<file path="src/include/event_timer_pkg.sv">
// Constants shared by the eight-bit event timer and its count clock generator
package event_timer_pkg;

    // ************************************************************
    // Register indices (byte address is four times the index)
    // ************************************************************
    localparam logic [15:0] IDX_TIMER_MODE_CONTROL = 16'hff43;
    localparam logic [15:0] IDX_PORT3_DIRECTION    = 16'hff23;
    localparam logic [15:0] IDX_COUNTER_VALUE      = 16'hff1f;
    localparam logic [15:0] IDX_CLOCK_SELECTION    = 16'hff8c;
    localparam logic [15:0] IDX_COMPARE_VALUE      = 16'hff41;
    localparam logic [15:0] IDX_PORT1_DIRECTION    = 16'hff21;
    localparam logic [15:0] IDX_PORT3_LATCH        = 16'hff03;
    localparam int          ADDR_W                 = 18;

    // ************************************************************
    // Reset values
    // ************************************************************
    localparam logic [7:0] RST_TIMER_MODE_CONTROL = 8'h00;
    localparam logic [7:0] RST_DIRECTION          = 8'hff;
    localparam logic [7:0] RST_COUNTER_VALUE      = 8'h00;
    localparam logic [7:0] RST_COMPARE_VALUE      = 8'h00;
    localparam logic [2:0] RST_CLOCK_SELECTION    = 3'h0;
    localparam logic [7:0] RST_PORT_LATCH         = 8'h00;

    // ************************************************************
    // Mode control field positions
    // ************************************************************
    localparam int BIT_COUNT_ENABLE  = 7;
    localparam int BIT_MODE_SELECT   = 6;
    localparam int BIT_FF_SET_REQ    = 3;
    localparam int BIT_FF_CLEAR_REQ  = 2;
    localparam int BIT_INVERT_POL    = 1;
    localparam int BIT_OUTPUT_ENABLE = 0;
    localparam logic [7:0] MODE_READ_MASK = 8'hc3;
    localparam int BIT_SHARED_PIN    = 3;
    localparam int CLK_SEL_W         = 3;

    // ************************************************************
    // Count clock selection codes
    // ************************************************************
    typedef enum logic [2:0] {
        CLK_EVENT_FALL = 3'h0,
        CLK_EVENT_RISE = 3'h1,
        CLK_PCLK_DIV1  = 3'h2,
        CLK_PCLK_DIV2  = 3'h3,
        CLK_PCLK_DIV16 = 3'h4,
        CLK_PCLK_DIV64 = 3'h5,
        CLK_PCLK_DIV256 = 3'h6,
        CLK_AUX_TICK   = 3'h7
    } clk_sel_t;

    localparam logic [7:0] PRE_MASK_DIV2   = 8'h01;
    localparam logic [7:0] PRE_MASK_DIV16  = 8'h0f;
    localparam logic [7:0] PRE_MASK_DIV64  = 8'h3f;
    localparam logic [7:0] PRE_MASK_DIV256 = 8'hff;
    localparam logic [7:0] COUNT_MAX       = 8'hff;

endpackage

</file>
<file path="src/include/count_clk_if.sv">
// Carrier between the timer core and its count clock generator
`timescale 1ns/100ps
interface count_clk_if;
    logic [2:0] sel;
    logic       run;
    logic       event_level;
    logic       aux_tick;
    logic       tick;

    modport gen  (input sel, input run, input event_level, input aux_tick, output tick);
    modport core (output sel, output run, output event_level, output aux_tick, input tick);
endinterface

</file>
<file path="src/count_clock_gen.sv">
// Count clock generator: prescaled pclk, event pin edges or auxiliary tick
`timescale 1ns/100ps
module count_clock_gen
(
    input  wire logic  pclk,
    input  wire logic  presetn,
    count_clk_if.gen   cc
);

    logic [7:0] pre_reg;
    logic [7:0] pre_next;
    logic       ev_prev_reg;
    logic       ev_prev_next;
    logic       tick_reg;
    logic       tick_next;

    // Prescaler restarts with the counter, so the first count lands a full period late at most
    always_comb
    begin
        pre_next     = cc.run ? 8'(pre_reg + 8'h01) : 8'h00;
        ev_prev_next = cc.event_level;
        tick_next    = 1'b0;
        if (cc.run)
        begin
            unique case (event_timer_pkg::clk_sel_t'(cc.sel))
                event_timer_pkg::CLK_EVENT_FALL:  tick_next = ev_prev_reg & ~cc.event_level;
                event_timer_pkg::CLK_EVENT_RISE:  tick_next = ~ev_prev_reg & cc.event_level;
                event_timer_pkg::CLK_PCLK_DIV1:   tick_next = 1'b1;
                event_timer_pkg::CLK_PCLK_DIV2:
                    tick_next = (pre_reg & event_timer_pkg::PRE_MASK_DIV2) == event_timer_pkg::PRE_MASK_DIV2;
                event_timer_pkg::CLK_PCLK_DIV16:
                    tick_next = (pre_reg & event_timer_pkg::PRE_MASK_DIV16) == event_timer_pkg::PRE_MASK_DIV16;
                event_timer_pkg::CLK_PCLK_DIV64:
                    tick_next = (pre_reg & event_timer_pkg::PRE_MASK_DIV64) == event_timer_pkg::PRE_MASK_DIV64;
                event_timer_pkg::CLK_PCLK_DIV256:
                    tick_next = pre_reg == event_timer_pkg::PRE_MASK_DIV256;
                event_timer_pkg::CLK_AUX_TICK:    tick_next = cc.aux_tick;
            endcase
        end
    end

    always_ff @(posedge pclk or negedge presetn)
    begin
        if (!presetn)
        begin
            pre_reg     <= 8'h00;
            ev_prev_reg <= 1'b0;
            tick_reg    <= 1'b0;
        end
        else
        begin
            pre_reg     <= pre_next;
            ev_prev_reg <= ev_prev_next;
            tick_reg    <= tick_next;
        end
    end

    assign cc.tick = tick_reg;

endmodule // count_clock_gen

</file>
<file path="src/eight_bit_event_timer.sv">
// Eight-bit timer and event counter with compare, output flip-flop, PWM and APB registers
//
// Operation
// - Count enable 0 clears and stops counter; 1 starts counting.
// - Mode bit 6: 0 clear-and-restart on match, 1 free-running PWM.
// - Preset field: 00 no change, 01 clear, 10 set, 11 prohibited.
// - Set and clear request bits 2 and 3 are write-only, read zero.
// - Set and clear requests ignored in PWM mode.
// - Bit 1: inversion enable outside PWM, active-low select in PWM.
// - Output enable 0 holds output low; 1 passes flip-flop or PWM level.
// - In PWM mode clearing count enable forces output inactive.
// - Mode, preset, polarity and enable reach the output regardless of counting.
// - Direction registers reset to all ones; 1 input, 0 output.
// - Interval mode: match clears counter, keeps counting, raises interrupt.
// - Interval mode: match period is compare plus one count clocks.
// - Count clock chosen by three-bit selection field, bits 0 to 2.
// - Event counting on falling (code 0) or rising (code 1) pin edge.
// - Square wave: flip-flop toggles on each match, then counter clears.
// - Square-wave frequency is one over twice period times compare plus one.
// - PWM active at overflow, inactive at compare match; period 256 clocks.
// - No interrupt on PWM match; every other match interrupts.
// - Counter increments on count clock; reset clears it to zero.
// - PWM compare takes effect at overflow; late writes wait one more overflow.
//
// Implementation choice: the APB slave port.
`timescale 1ns/100ps
module eight_bit_event_timer
(
    input  wire logic                               pclk,
    input  wire logic                               presetn,
    input  wire logic [event_timer_pkg::ADDR_W-1:0] paddr,
    input  wire logic                               psel,
    input  wire logic                               penable,
    input  wire logic                               pwrite,
    input  wire logic [31:0]                        pwdata,
    output      logic [31:0]                        prdata,
    output      logic                               pready,
    output      logic                               pslverr,
    input  wire logic                               shared_pin_in,
    output      logic                               shared_pin_out,
    output      logic                               shared_pin_oe,
    input  wire logic                               aux_count_tick,
    output      logic                               match_interrupt
);

    // ************************************************************
    // Declarations
    // ************************************************************
    logic [7:0]  mode_reg,     mode_next;
    logic [2:0]  clk_sel_reg,  clk_sel_next;
    logic [7:0]  compare_reg,  compare_next;
    logic [7:0]  port3_dir_reg, port3_dir_next;
    logic [7:0]  port1_dir_reg, port1_dir_next;
    logic [7:0]  latch_reg,    latch_next;
    logic [31:0] prdata_reg,   prdata_next;
    logic        pready_reg,   pready_next;
    logic        pslverr_reg,  pslverr_next;

    logic [7:0]  count_reg,    count_next;
    logic [7:0]  pwm_cmp_reg,  pwm_cmp_next;
    logic        late_reg,     late_next;
    logic        out_ff_reg,   out_ff_next;
    logic        pwm_act_reg,  pwm_act_next;
    logic        irq_reg,      irq_next;
    logic        pin_out_reg,  pin_out_next;
    logic        pin_oe_reg,   pin_oe_next;

    logic        ev_meta_reg;
    logic        ev_sync_reg;

    logic        wr_en;
    logic        count_en;
    logic        pwm_mode;
    logic        match;
    logic [7:0]  count_inc;
    logic        timer_out;

    count_clk_if cc ();

    // ************************************************************
    // Address decode
    // ************************************************************
    function automatic logic addr_is(input logic [event_timer_pkg::ADDR_W-1:0] a, input logic [15:0] idx);
        addr_is = a == {idx, 2'b00};
    endfunction

    function automatic logic addr_mapped(input logic [event_timer_pkg::ADDR_W-1:0] a);
        addr_mapped = addr_is(a, event_timer_pkg::IDX_TIMER_MODE_CONTROL) |
                      addr_is(a, event_timer_pkg::IDX_PORT3_DIRECTION)    |
                      addr_is(a, event_timer_pkg::IDX_COUNTER_VALUE)      |
                      addr_is(a, event_timer_pkg::IDX_CLOCK_SELECTION)    |
                      addr_is(a, event_timer_pkg::IDX_COMPARE_VALUE)      |
                      addr_is(a, event_timer_pkg::IDX_PORT1_DIRECTION)    |
                      addr_is(a, event_timer_pkg::IDX_PORT3_LATCH);
    endfunction

    // ************************************************************
    // Event pin synchroniser
    // ************************************************************
    always_ff @(posedge pclk or negedge presetn)
    begin
        if (!presetn)
        begin
            ev_meta_reg <= 1'b0;
            ev_sync_reg <= 1'b0;
        end
        else
        begin
            ev_meta_reg <= shared_pin_in;
            ev_sync_reg <= ev_meta_reg;
        end
    end

    assign count_en       = mode_reg[event_timer_pkg::BIT_COUNT_ENABLE];
    assign pwm_mode       = mode_reg[event_timer_pkg::BIT_MODE_SELECT];
    assign cc.sel         = clk_sel_reg;
    assign cc.run         = count_en;
    assign cc.event_level = ev_sync_reg;
    assign cc.aux_tick    = aux_count_tick;

    count_clock_gen u_count_clock_gen
    (
        .pclk    (pclk),
        .presetn (presetn),
        .cc      (cc)
    );

    // ************************************************************
    // APB slave and registers
    // ************************************************************
    // One access cycle: pready rises in the access phase; unmapped addresses answer with pslverr
    assign wr_en = psel & penable & pready_reg & pwrite & ~pslverr_reg;

    always_comb
    begin
        mode_next      = mode_reg;
        clk_sel_next   = clk_sel_reg;
        compare_next   = compare_reg;
        port3_dir_next = port3_dir_reg;
        port1_dir_next = port1_dir_reg;
        latch_next     = latch_reg;
        prdata_next    = prdata_reg;
        pready_next    = 1'b0;
        pslverr_next   = 1'b0;
        if (psel && !penable)
        begin
            pready_next  = 1'b1;
            pslverr_next = ~addr_mapped(paddr);
            prdata_next  = 32'h0000_0000;
            if (addr_is(paddr, event_timer_pkg::IDX_TIMER_MODE_CONTROL))
                prdata_next[7:0] = mode_reg & event_timer_pkg::MODE_READ_MASK;
            if (addr_is(paddr, event_timer_pkg::IDX_PORT3_DIRECTION))
                prdata_next[7:0] = port3_dir_reg;
            if (addr_is(paddr, event_timer_pkg::IDX_COUNTER_VALUE))
                prdata_next[7:0] = count_reg;
            if (addr_is(paddr, event_timer_pkg::IDX_CLOCK_SELECTION))
                prdata_next[2:0] = clk_sel_reg;
            if (addr_is(paddr, event_timer_pkg::IDX_COMPARE_VALUE))
                prdata_next[7:0] = compare_reg;
            if (addr_is(paddr, event_timer_pkg::IDX_PORT1_DIRECTION))
                prdata_next[7:0] = port1_dir_reg;
            if (addr_is(paddr, event_timer_pkg::IDX_PORT3_LATCH))
                prdata_next[7:0] = latch_reg;
        end
        else if (psel && penable && !pready_reg)
        begin
            pready_next  = 1'b1;
            pslverr_next = pslverr_reg;
        end
        if (wr_en)
        begin
            // Request bits act on the write itself and are never stored, so they read back as zero
            if (addr_is(paddr, event_timer_pkg::IDX_TIMER_MODE_CONTROL))
                mode_next = pwdata[7:0] & event_timer_pkg::MODE_READ_MASK;
            if (addr_is(paddr, event_timer_pkg::IDX_PORT3_DIRECTION))
                port3_dir_next = pwdata[7:0];
            if (addr_is(paddr, event_timer_pkg::IDX_CLOCK_SELECTION))
                clk_sel_next = pwdata[event_timer_pkg::CLK_SEL_W-1:0];
            if (addr_is(paddr, event_timer_pkg::IDX_COMPARE_VALUE))
                compare_next = pwdata[7:0];
            if (addr_is(paddr, event_timer_pkg::IDX_PORT1_DIRECTION))
                port1_dir_next = pwdata[7:0];
            if (addr_is(paddr, event_timer_pkg::IDX_PORT3_LATCH))
                latch_next = pwdata[7:0];
        end
    end

    always_ff @(posedge pclk or negedge presetn)
    begin
        if (!presetn)
        begin
            mode_reg      <= event_timer_pkg::RST_TIMER_MODE_CONTROL;
            clk_sel_reg   <= event_timer_pkg::RST_CLOCK_SELECTION;
            compare_reg   <= event_timer_pkg::RST_COMPARE_VALUE;
            port3_dir_reg <= event_timer_pkg::RST_DIRECTION;
            port1_dir_reg <= event_timer_pkg::RST_DIRECTION;
            latch_reg     <= event_timer_pkg::RST_PORT_LATCH;
            prdata_reg    <= 32'h0000_0000;
            pready_reg    <= 1'b0;
            pslverr_reg   <= 1'b0;
        end
        else
        begin
            mode_reg      <= mode_next;
            clk_sel_reg   <= clk_sel_next;
            compare_reg   <= compare_next;
            port3_dir_reg <= port3_dir_next;
            port1_dir_reg <= port1_dir_next;
            latch_reg     <= latch_next;
            prdata_reg    <= prdata_next;
            pready_reg    <= pready_next;
            pslverr_reg   <= pslverr_next;
        end
    end

    // ************************************************************
    // Counter, compare and output flip-flops
    // ************************************************************
    assign count_inc = 8'(count_reg + 8'h01);
    assign match     = cc.tick & (count_reg == compare_reg);

    always_comb
    begin
        count_next   = count_reg;
        pwm_cmp_next = pwm_cmp_reg;
        late_next    = late_reg;
        out_ff_next  = out_ff_reg;
        pwm_act_next = pwm_act_reg;
        irq_next     = 1'b0;

        // A PWM compare write landing while the counter sits at its maximum waits one extra overflow
        if (wr_en && pwm_mode && addr_is(paddr, event_timer_pkg::IDX_COMPARE_VALUE))
            late_next = count_reg == event_timer_pkg::COUNT_MAX;

        if (!count_en)
        begin
            count_next   = event_timer_pkg::RST_COUNTER_VALUE;
            pwm_act_next = 1'b0;
            late_next    = 1'b0;
        end
        else if (cc.tick)
        begin
            if (pwm_mode)
            begin
                count_next = count_inc;
                if (count_reg == event_timer_pkg::COUNT_MAX)
                begin
                    if (late_reg)
                    begin
                        late_next    = 1'b0;
                        pwm_act_next = pwm_cmp_reg != 8'h00;
                    end
                    else
                    begin
                        pwm_cmp_next = compare_reg;
                        pwm_act_next = compare_reg != 8'h00;
                    end
                end
                else if (count_inc == pwm_cmp_reg)
                    pwm_act_next = 1'b0;
            end
            else if (match)
            begin
                count_next = 8'h00;
                irq_next   = 1'b1;
                if (mode_reg[event_timer_pkg::BIT_INVERT_POL])
                    out_ff_next = ~out_ff_reg;
            end
            else
                count_next = count_inc;
        end

        // Preset acts at once, counting or not; the prohibited 11 code is ignored
        if (wr_en && addr_is(paddr, event_timer_pkg::IDX_TIMER_MODE_CONTROL) &&
            !pwdata[event_timer_pkg::BIT_MODE_SELECT])
        begin
            if (pwdata[event_timer_pkg::BIT_FF_SET_REQ] && !pwdata[event_timer_pkg::BIT_FF_CLEAR_REQ])
                out_ff_next = 1'b1;
            else if (!pwdata[event_timer_pkg::BIT_FF_SET_REQ] && pwdata[event_timer_pkg::BIT_FF_CLEAR_REQ])
                out_ff_next = 1'b0;
        end
    end

    always_ff @(posedge pclk or negedge presetn)
    begin
        if (!presetn)
        begin
            count_reg   <= event_timer_pkg::RST_COUNTER_VALUE;
            pwm_cmp_reg <= event_timer_pkg::RST_COMPARE_VALUE;
            late_reg    <= 1'b0;
            out_ff_reg  <= 1'b0;
            pwm_act_reg <= 1'b0;
            irq_reg     <= 1'b0;
        end
        else
        begin
            count_reg   <= count_next;
            pwm_cmp_reg <= pwm_cmp_next;
            late_reg    <= late_next;
            out_ff_reg  <= out_ff_next;
            pwm_act_reg <= pwm_act_next;
            irq_reg     <= irq_next;
        end
    end

    // ************************************************************
    // Timer output and shared pin
    // ************************************************************
    // The pin merges timer output with the port latch, so the latch must stay low in output use
    always_comb
    begin
        if (!mode_reg[event_timer_pkg::BIT_OUTPUT_ENABLE])
            timer_out = 1'b0;
        else if (pwm_mode)
            timer_out = pwm_act_reg ^ mode_reg[event_timer_pkg::BIT_INVERT_POL];
        else
            timer_out = out_ff_reg;
        pin_out_next = timer_out | latch_reg[event_timer_pkg::BIT_SHARED_PIN];
        pin_oe_next  = ~port3_dir_reg[event_timer_pkg::BIT_SHARED_PIN];
    end

    always_ff @(posedge pclk or negedge presetn)
    begin
        if (!presetn)
        begin
            pin_out_reg <= 1'b0;
            pin_oe_reg  <= 1'b0;
        end
        else
        begin
            pin_out_reg <= pin_out_next;
            pin_oe_reg  <= pin_oe_next;
        end
    end

    assign prdata          = prdata_reg;
    assign pready          = pready_reg;
    assign pslverr         = pslverr_reg;
    assign shared_pin_out  = pin_out_reg;
    assign shared_pin_oe   = pin_oe_reg;
    assign match_interrupt = irq_reg;

endmodule // eight_bit_event_timer

</file>
<file path="config.mk">
export PLATFORM = sky130hd
export DESIGN_NAME = eight_bit_event_timer
export DESIGN_NICKNAME = d
export VERILOG_FILES = /design/src/include/event_timer_pkg.sv /design/src/include/count_clk_if.sv /design/src/count_clock_gen.sv /design/src/eight_bit_event_timer.sv
export SDC_FILE = /design/constraint.sdc
export NUM_CORES = 1
export LEC_CHECK = 0
export CELL_PAD_IN_SITES_DETAIL_PLACEMENT = 0
export CELL_PAD_IN_SITES_GLOBAL_PLACEMENT = 1
export CORE_UTILIZATION = 44
export CTS_CLUSTER_SIZE = 30
export DETAILED_ROUTE_END_ITERATION = 10
export DONT_BUFFER_PORTS = 1
export GPL_TIMING_DRIVEN = 0
export PLACE_DENSITY_LB_ADDON = 0.1
export REMOVE_ABC_BUFFERS = 1
export SETUP_SLACK_MARGIN = 0.2
export SLEW_MARGIN = 0
export SYNTH_ARGS = -nofsm -noshare
export SYNTH_HDL_FRONTEND = slang
export SYNTH_SLANG_ARGS = --single-unit
</file>
<file path="constraint.sdc">
create_clock -name pclk -period 2.3 [get_ports pclk]
set_clock_uncertainty 0.05 [all_clocks]
set_input_delay 0.46 -clock pclk [delete_from_list [all_inputs] [get_ports pclk]]
set_output_delay 0.46 -clock pclk [all_outputs]
set_load 0.02 [all_outputs]
</file>
==> impl_results.md, run 1 <==
- Final GP Congestion: 0.811
- Most used DFF post-synth: dfrtp_1
- I/O pins: 94
- NetSw: 0.630 mW
- R2R depth: 11
- Setup CP Type: flip-flop to flip-flop
- Synth unique cells: 68
- Crit-path most repeated cell: buf_4
- Bufs and invs on worst path: 4
- Overall power: 2.53 mW
- Area growth from synthesis to layout: 11.6%
- Antenna violations before repair: 0
- Post-synthesis sequential area ratio: 45.4%
- IO buf count: 0
- Clk_lat worst skew: 360 ps
- Async SR Flop Fraction: 100%
- ANT nets after route: 0
- PwrDens: 491 mW/mm^2
- Final setup violation count: 0
- Chip width: 104 um
- Core area: 0.0102 mm^2
- Clock-pin slew on the worst setup and hold paths: 90 ps
- Fillers: 962
- Layout Nets: 517
- CP max FO: 3
- Yosys reg bits: 83
- # clock sinks: 83
- Total internal power: 1.90 mW
- CTS tree: done
- CTS Buffer Depth: 2
- Family with the most delay on the worst path: compound AO/OA/AOI/OAI gates
- Reg power frac: 59.6%
- Worst Tran Pin Value: 1020 ps
- CP max-delay cell: dfrtp_2
- Share of Yosys cell area claimed by the top area cell type: 36.3%
- Max Cap Viol: 0
- Yosys warns: 0
- GRT overflow: 0
- Vias/cell: 5.66
- Startpoint types: flip-flop
- Critical path data required time: 2490 ps
- Tmin final: 2100 ps
- Root buffer cell: clkbuf_8
- Post-route clock period utilization: 91.3%
- Stages on worst setup path: 11
- Clock share of power: 36.6%
- Full die area: 0.0109 mm^2
- Avg WL per Cell: 18.8 um
- Most frequent cells after synthesis: 67 x dfrtp_1, 38 x mux2_1, 31 x nand2_1
- Avg Inst Size Synth: 10.4 um^2
- RSZ-0062 raised after global routing: yes
- Slew HR: 31.7%
- Status: finished with violations
- First-pass GRT wire length: 18000 um
- Number of flops mapped to enable cells by yosys: 0
- Critical Path End Type: flip-flop
- DRC: 0
- Max Clk Rate: 476 MHz
- Failing checks: hold timing
- Final wirelength: 11300 um
- Initial drt markers: 148
- Drt first pass iters: 5
- Leading area contributor after synthesis: dfrtp_1
- CP Data Arrival Time: 2290 ps
- Hold Path Class: primary input to asynchronous set/reset pin
- TNS Setup: 0 ps
- Initial Util: 45.1%
- Share of cells above drive strength 1: 21.8%
- Fin. max-slew vios: 0
- Final hold slack: -269 ps
- Largest net degree at the start of global routing: 84
- Final Hold Fails: 83
- Final HPWL DP: 7790 um
- Most common cell in the netlist: dfrtp_1
- Static leakage: 2.25 nW
- Die height: 104 um
- Vias in the first global route: 3339
- VDD IR-drop max: 0.277 mV
- Worst path cell trace: ha_4, nand3_4, nor2_4, buf_4, buf_4, buf_4, buf_6, xnor2_2, o2111ai_1, o311ai_1, a21boi_0
- Cells after Synth: 443
- Total GRT Usage: 21.7%
- Post-synth design cell area: 0.00462 mm^2
- DR vias: 3388
- FP Rows: 37
- Gate power share: 3.8%
- Switch share: 24.9%
- Antenna cells: 0
- Synth top area cells: dfrtp_1 36%, mux2_1 9.3%, dfstp_2 9.1%, buf_4 3.9%, xnor2_1 3.6%
- Slowest stage delay, CP: 440 ps
- H-tree Lvls: 3
- Inserted Clock Buffers: 9
==> power groups by stage <==
stage | clock network (mW) | registers [mW] | logic [mW]
6_report | 0.924 | 1.51 | 0.0973
5_1_grt | 1.02 | 1.51 | 0.108
4_1_cts | 0.954 | 1.51 | 0.0942
3_5_place_dp | 0 | 1.54 | 0.0930
3_3_place_gp | 0 | 1.53 | 0.0925
2_1_floorplan | 0 | 1.53 | 0.0828
==> kinds of logic after synthesis <==
| family | after synthesis | share of synthesized area, % |
|---|---|---|
| AO/OA/AOI/OAI | 86 | 12.2 |
| XOR/XNOR | 26 | 4.93 |
| adder cells (fa/ha/maj) | 2 | 0.542 |
| buffers and inverters | 45 | 5.75 |
| flip-flops | 83 | 45.4 |
| multiplexers | 45 | 11.0 |
| other | 1 | 0.0812 |
| AND/OR/NAND/NOR | 155 | 20.1 |
==> placed cells by master, fill, tap and decap left out, types with 4 or more instances in the layout <==
cell type,n
dfrtp_1,60
nand2_1,30
mux2_1,30
nor2_1,26
conb_1,24
a21oi_1,21
buf_4,19
xnor2_1,18
dfstp_2,16
and2_1,12
o21ai_0,10
a31oi_1,10
nand2b_1,10
nand3_1,9
clkbuf_8,9
or3_1,8
mux2_4,8
xor2_1,7
mux2_2,7
dfrtp_2,7
nor2b_1,6
nand4_1,6
o21ai_1,6
a21o_1,5
nor4_1,5
o21a_1,5
inv_1,4
nand3b_1,4
a222oi_1,4
==> layout make-up <==
type                            instances  area, um^2  share of cell area (%)
Multi-Input combinational cell        338        2500                    48.6
Sequential cell                        83        2110                    40.9
Timing Repair Buffer                   22         194                    3.76
Tap cell                              136         170                    3.30
Clock buffer                           12         135                    2.62
Clock inverter                          4        27.5                   0.534
Inverter                                4        15.0                   0.291
==> final timing paths <==
kind | slack, ps | startpoint | to
max | 200 | count_reg[0] | pwm_act_reg
min | -270 | presetn | u_count_clock_gen.pre_reg[3]
max reg2reg | 200 | count_reg[0] | pwm_act_reg
min reg2reg | 300 | ev_meta_reg | cc.event_level
max in group asynchronous | 2220 | presetn | port1_dir_reg[2]
min in group pclk | 70 | shared_pin_in | ev_meta_reg
==> metal layers <==
metal  part of all wire [%]  up-vias  wire length, um  GRT usage [%]
li1                       -     1593                -              -
met2                     49       95             5480           34.9
met5                      0        -                0              0
met4                    1.4        0              159           8.37
met3                    4.2       12              476           4.32
met1                     46     1688             5160           28.6
==> through the flow <==
stage               instance area, um^2  worst slack (ps)  utilization (%)  instances
global placement                   4620              -587             45.2        561
floorplan                          4450              -106                -        425
finish                             5150               200             50.4        599
CTS                                5020               190             49.0        594
global route                       5150              76.4             50.4        599
detailed placement                 4620              -624             45.2        561
==> timing repair <==
action	CTS	global route
setup buffers	17	5
endpoints found under the hold margin	83	83
pin swaps	7	8
setup endpoints to repair	54	33
gates cloned	0	0
resized for setup	20	21
Power figures use the tool's default switching activity.
==> run 2: changes to the inputs <==
PLACE_DENSITY = 0.72   (was not set)
PLACE_DENSITY_LB_ADDON = not set   (was 0.1)
==> impl_results.md, run 2 (same netlist as run 1, synthesis figures left out) <==
- Antenna violations before repair: 0 (unchanged)
- Worst R2R Setup Slack: 240 ps (+40 ps)
- Die height: 104 um (unchanged)
- NetSw: 0.695 mW (+10%)
- Full die area: 0.0109 mm^2 (unchanged)
- Critical Path End Type: flip-flop
- I/O pins: 94 (unchanged)
- Setup CP Type: primary input to flip-flop
- CTS tree: done
- PwrDens: 509 mW/mm^2 (+3.8%)
- CTS Buffer Depth: 2 (unchanged)
- GRT overflow: 0 (unchanged)
- Initial Util: 45.1% (unchanged)
- Reg-to-Reg Start: count_reg[0]
- Slowest stage delay, CP: 580 ps (+140 ps)
- First-pass GRT wire length: 17500 um (-3.1%)
- Final setup violation count: 0 (unchanged)
- Total internal power: 1.92 mW (+1.0%)
- DR vias: 3320 (-2.0%)
- Final Hold Fails: 83 (unchanged)
- CP max FO: 6 (+3)
- H-tree Lvls: 3 (unchanged)
- IO buf count: 0 (unchanged)
- # clock sinks: 83 (unchanged)
- Drt first pass iters: 4 (-1)
- Startpoint types: primary input
- Vias in the first global route: 3353 (+0.42%)
- Tmin final: 2080 ps (-23.9 ps)
- Final design instance area without fill: 0.00513 mm^2 (-0.49%)
- Most common cell after layout, fill and taps aside: dfrtp_1
- Slew HR: 31.1% (-0.52 points)
- Failing checks: hold timing
- DRC: 0 (unchanged)
- Fin. max-slew vios: 0 (unchanged)
- Max Cap Viol: 0 (unchanged)
- Clock-pin slew on the worst setup and hold paths: 100 ps (about the same)
- ANT nets after route: 0 (unchanged)
- Placed cell area: 0.00462 mm^2 (unchanged)
- Core area: 0.0102 mm^2 (unchanged)
- CP max-delay cell: or4_4
- Gate power share: 3.7% (about the same)
- Inserted Clock Buffers: 9 (unchanged)
- Clk_lat worst skew: 370 ps (about the same)
- Total GRT Usage: 21.0% (-0.72 points)
- R2R depth: 6 (-5)
- Static leakage: 2.22 nW (-1.2%)
- Family with the most delay on the worst path: simple AND/OR/NAND/NOR gates
- VDD IR-drop max: 0.325 mV (+17%)
- Largest net degree at the start of global routing: 84 (unchanged)
- Area growth from synthesis to layout: 11.1%
- FP Rows: 37 (unchanged)
- Avg WL per Cell: 18.0 um (-4.3%)
- Most frequent cells in the layout: 59 x dfrtp_1, 37 x mux2_1, 30 x nand2_1
- R2r endpoint: pwm_cmp_reg[3]
- RSZ-0062 raised after global routing: yes
- Clock share of power: 38.6% (+2.0 points)
- Hold Path Class: primary input to asynchronous set/reset pin
- Final wirelength: 10700 um (-4.8%)
- Switch share: 26.6% (+1.7 points)
- Critical path data required time: 2530 ps (+40 ps)
- Root buffer cell: clkbuf_8
- Final HPWL DP: 7500 um (-3.7%)
- Antenna cells: 0 (unchanged)
- Max Clk Rate: 482 MHz (+1.2%)
- Vias/cell: 5.57 (-1.5%)
- Share of cells above drive strength 1: 20.9% (-0.94 points)
- Worst path cell trace: or4_4, nor4_4, and3_2, a2bb2oi_1, or3_1, a31oi_1
- Post-route clock period utilization: 90.2% (-1.0 points)
- CP Data Arrival Time: 2310 ps (+20 ps)
- Final hold slack: -274 ps (-5.49 ps)
- Status: finished with violations
- Initial drt markers: 117 (-21%)
- Layout Nets: 514 (-0.58%)
- Final GP Congestion: 0.810 (-0.14%)
- Worst Tran Pin Value: 1030 ps (+7.80 ps)
- Overall power: 2.61 mW (+3.3%)
- Chip width: 104 um (unchanged)
- Reg power frac: 57.7% (-1.9 points)
- Bufs and invs on worst path: 0 (-4)
run 2: changes by cell type in the layout (fill, tap and decap cells not counted), moves of 2 or more:
cell        before  now
mux2_1          30   37
clkbuf_1         3    0
buf_12           2    4
inv_6            0    3
nor4_2           1    3
buf_4           19   15
clkinvlp_4       3    1
mux2_4           8    1
run 2: layout make-up:
type | count | area [um^2]
well taps | 136 | 170
inverters | 4 | 15.0
flip-flops and latches | 83 | 2110
clock inverters | 7 | 58.8
repair buffers | 19 | 193
multi-input cells | 338 | 2460
fillers | 933 | 5100
clock buffers | 9 | 124
run 2: worst max path at each step:
| stage | start | end | slack [ps] | depth (start not counted) |
|---|---|---|---|---|
| finish | paddr[5] | prdata[7] | 220 | 6 |
| global route | count_reg[0] | pwm_cmp_reg[3] | 170 | 6 |
| CTS | count_reg[5] | pwm_cmp_reg[3] | 170 | 5 |
| detailed placement | count_reg[0] | pwm_cmp_reg[3] | -590 | 6 |
| global placement | paddr[0] | prdata[2] | -550 | 6 |
| floorplan | count_reg[0] | pwm_cmp_reg[0] | -110 | 6 |
run 2: routing by layer:
layer	track usage (%)	up-vias	share of wire (%)
li1	-	1586	-
met1	27.0	1647	45
met4	6.94	0	0.89
met2	34.4	79	50
met5	0	-	0
met3	5.14	8	4.5
run 2: power groups by stage:
stage / Clock [mW] / Sequential, mW / Combinational, mW
after floorplan: 0 / 1.53 / 0.0828
final: 1.01 / 1.51 / 0.0965
after global placement: 0 / 1.53 / 0.0914
after global routing: 1.09 / 1.51 / 0.104
after detailed placement: 0 / 1.53 / 0.0942
after CTS: 1.03 / 1.51 / 0.0954
run 2: repair_timing:
action                                  CTS  global route
buffers inserted                         12             7
gates resized for setup                  19            14
hold endpoints to repair                 83            83
pin swaps                                 7             5
cloned                                    0             0
endpoints found under the setup margin   54            46
run 2: stage by stage:
stage	setup slack [ps]	cells	utilization, %	setup TNS, ps	hold WS [ps]
6_report	224	596	50.1	0	-274
5_1_grt	170	596	50.1	0	-306
4_1_cts	170	589	48.9	0	-294
3_5_place_dp	-587	561	45.2	-17640	118
3_3_place_gp	-545	561	45.2	-17320	118
2_1_floorplan	-106	425	-	-1360	114
run 2: worst reg2reg max path, stage by stage, from the launching register on:
cell     delay, ps
dfrtp_2        400
ha_4           160
nand3_4        110
nor2_4         170
nand3_4        100
or4b_4         610
mux2_1         350
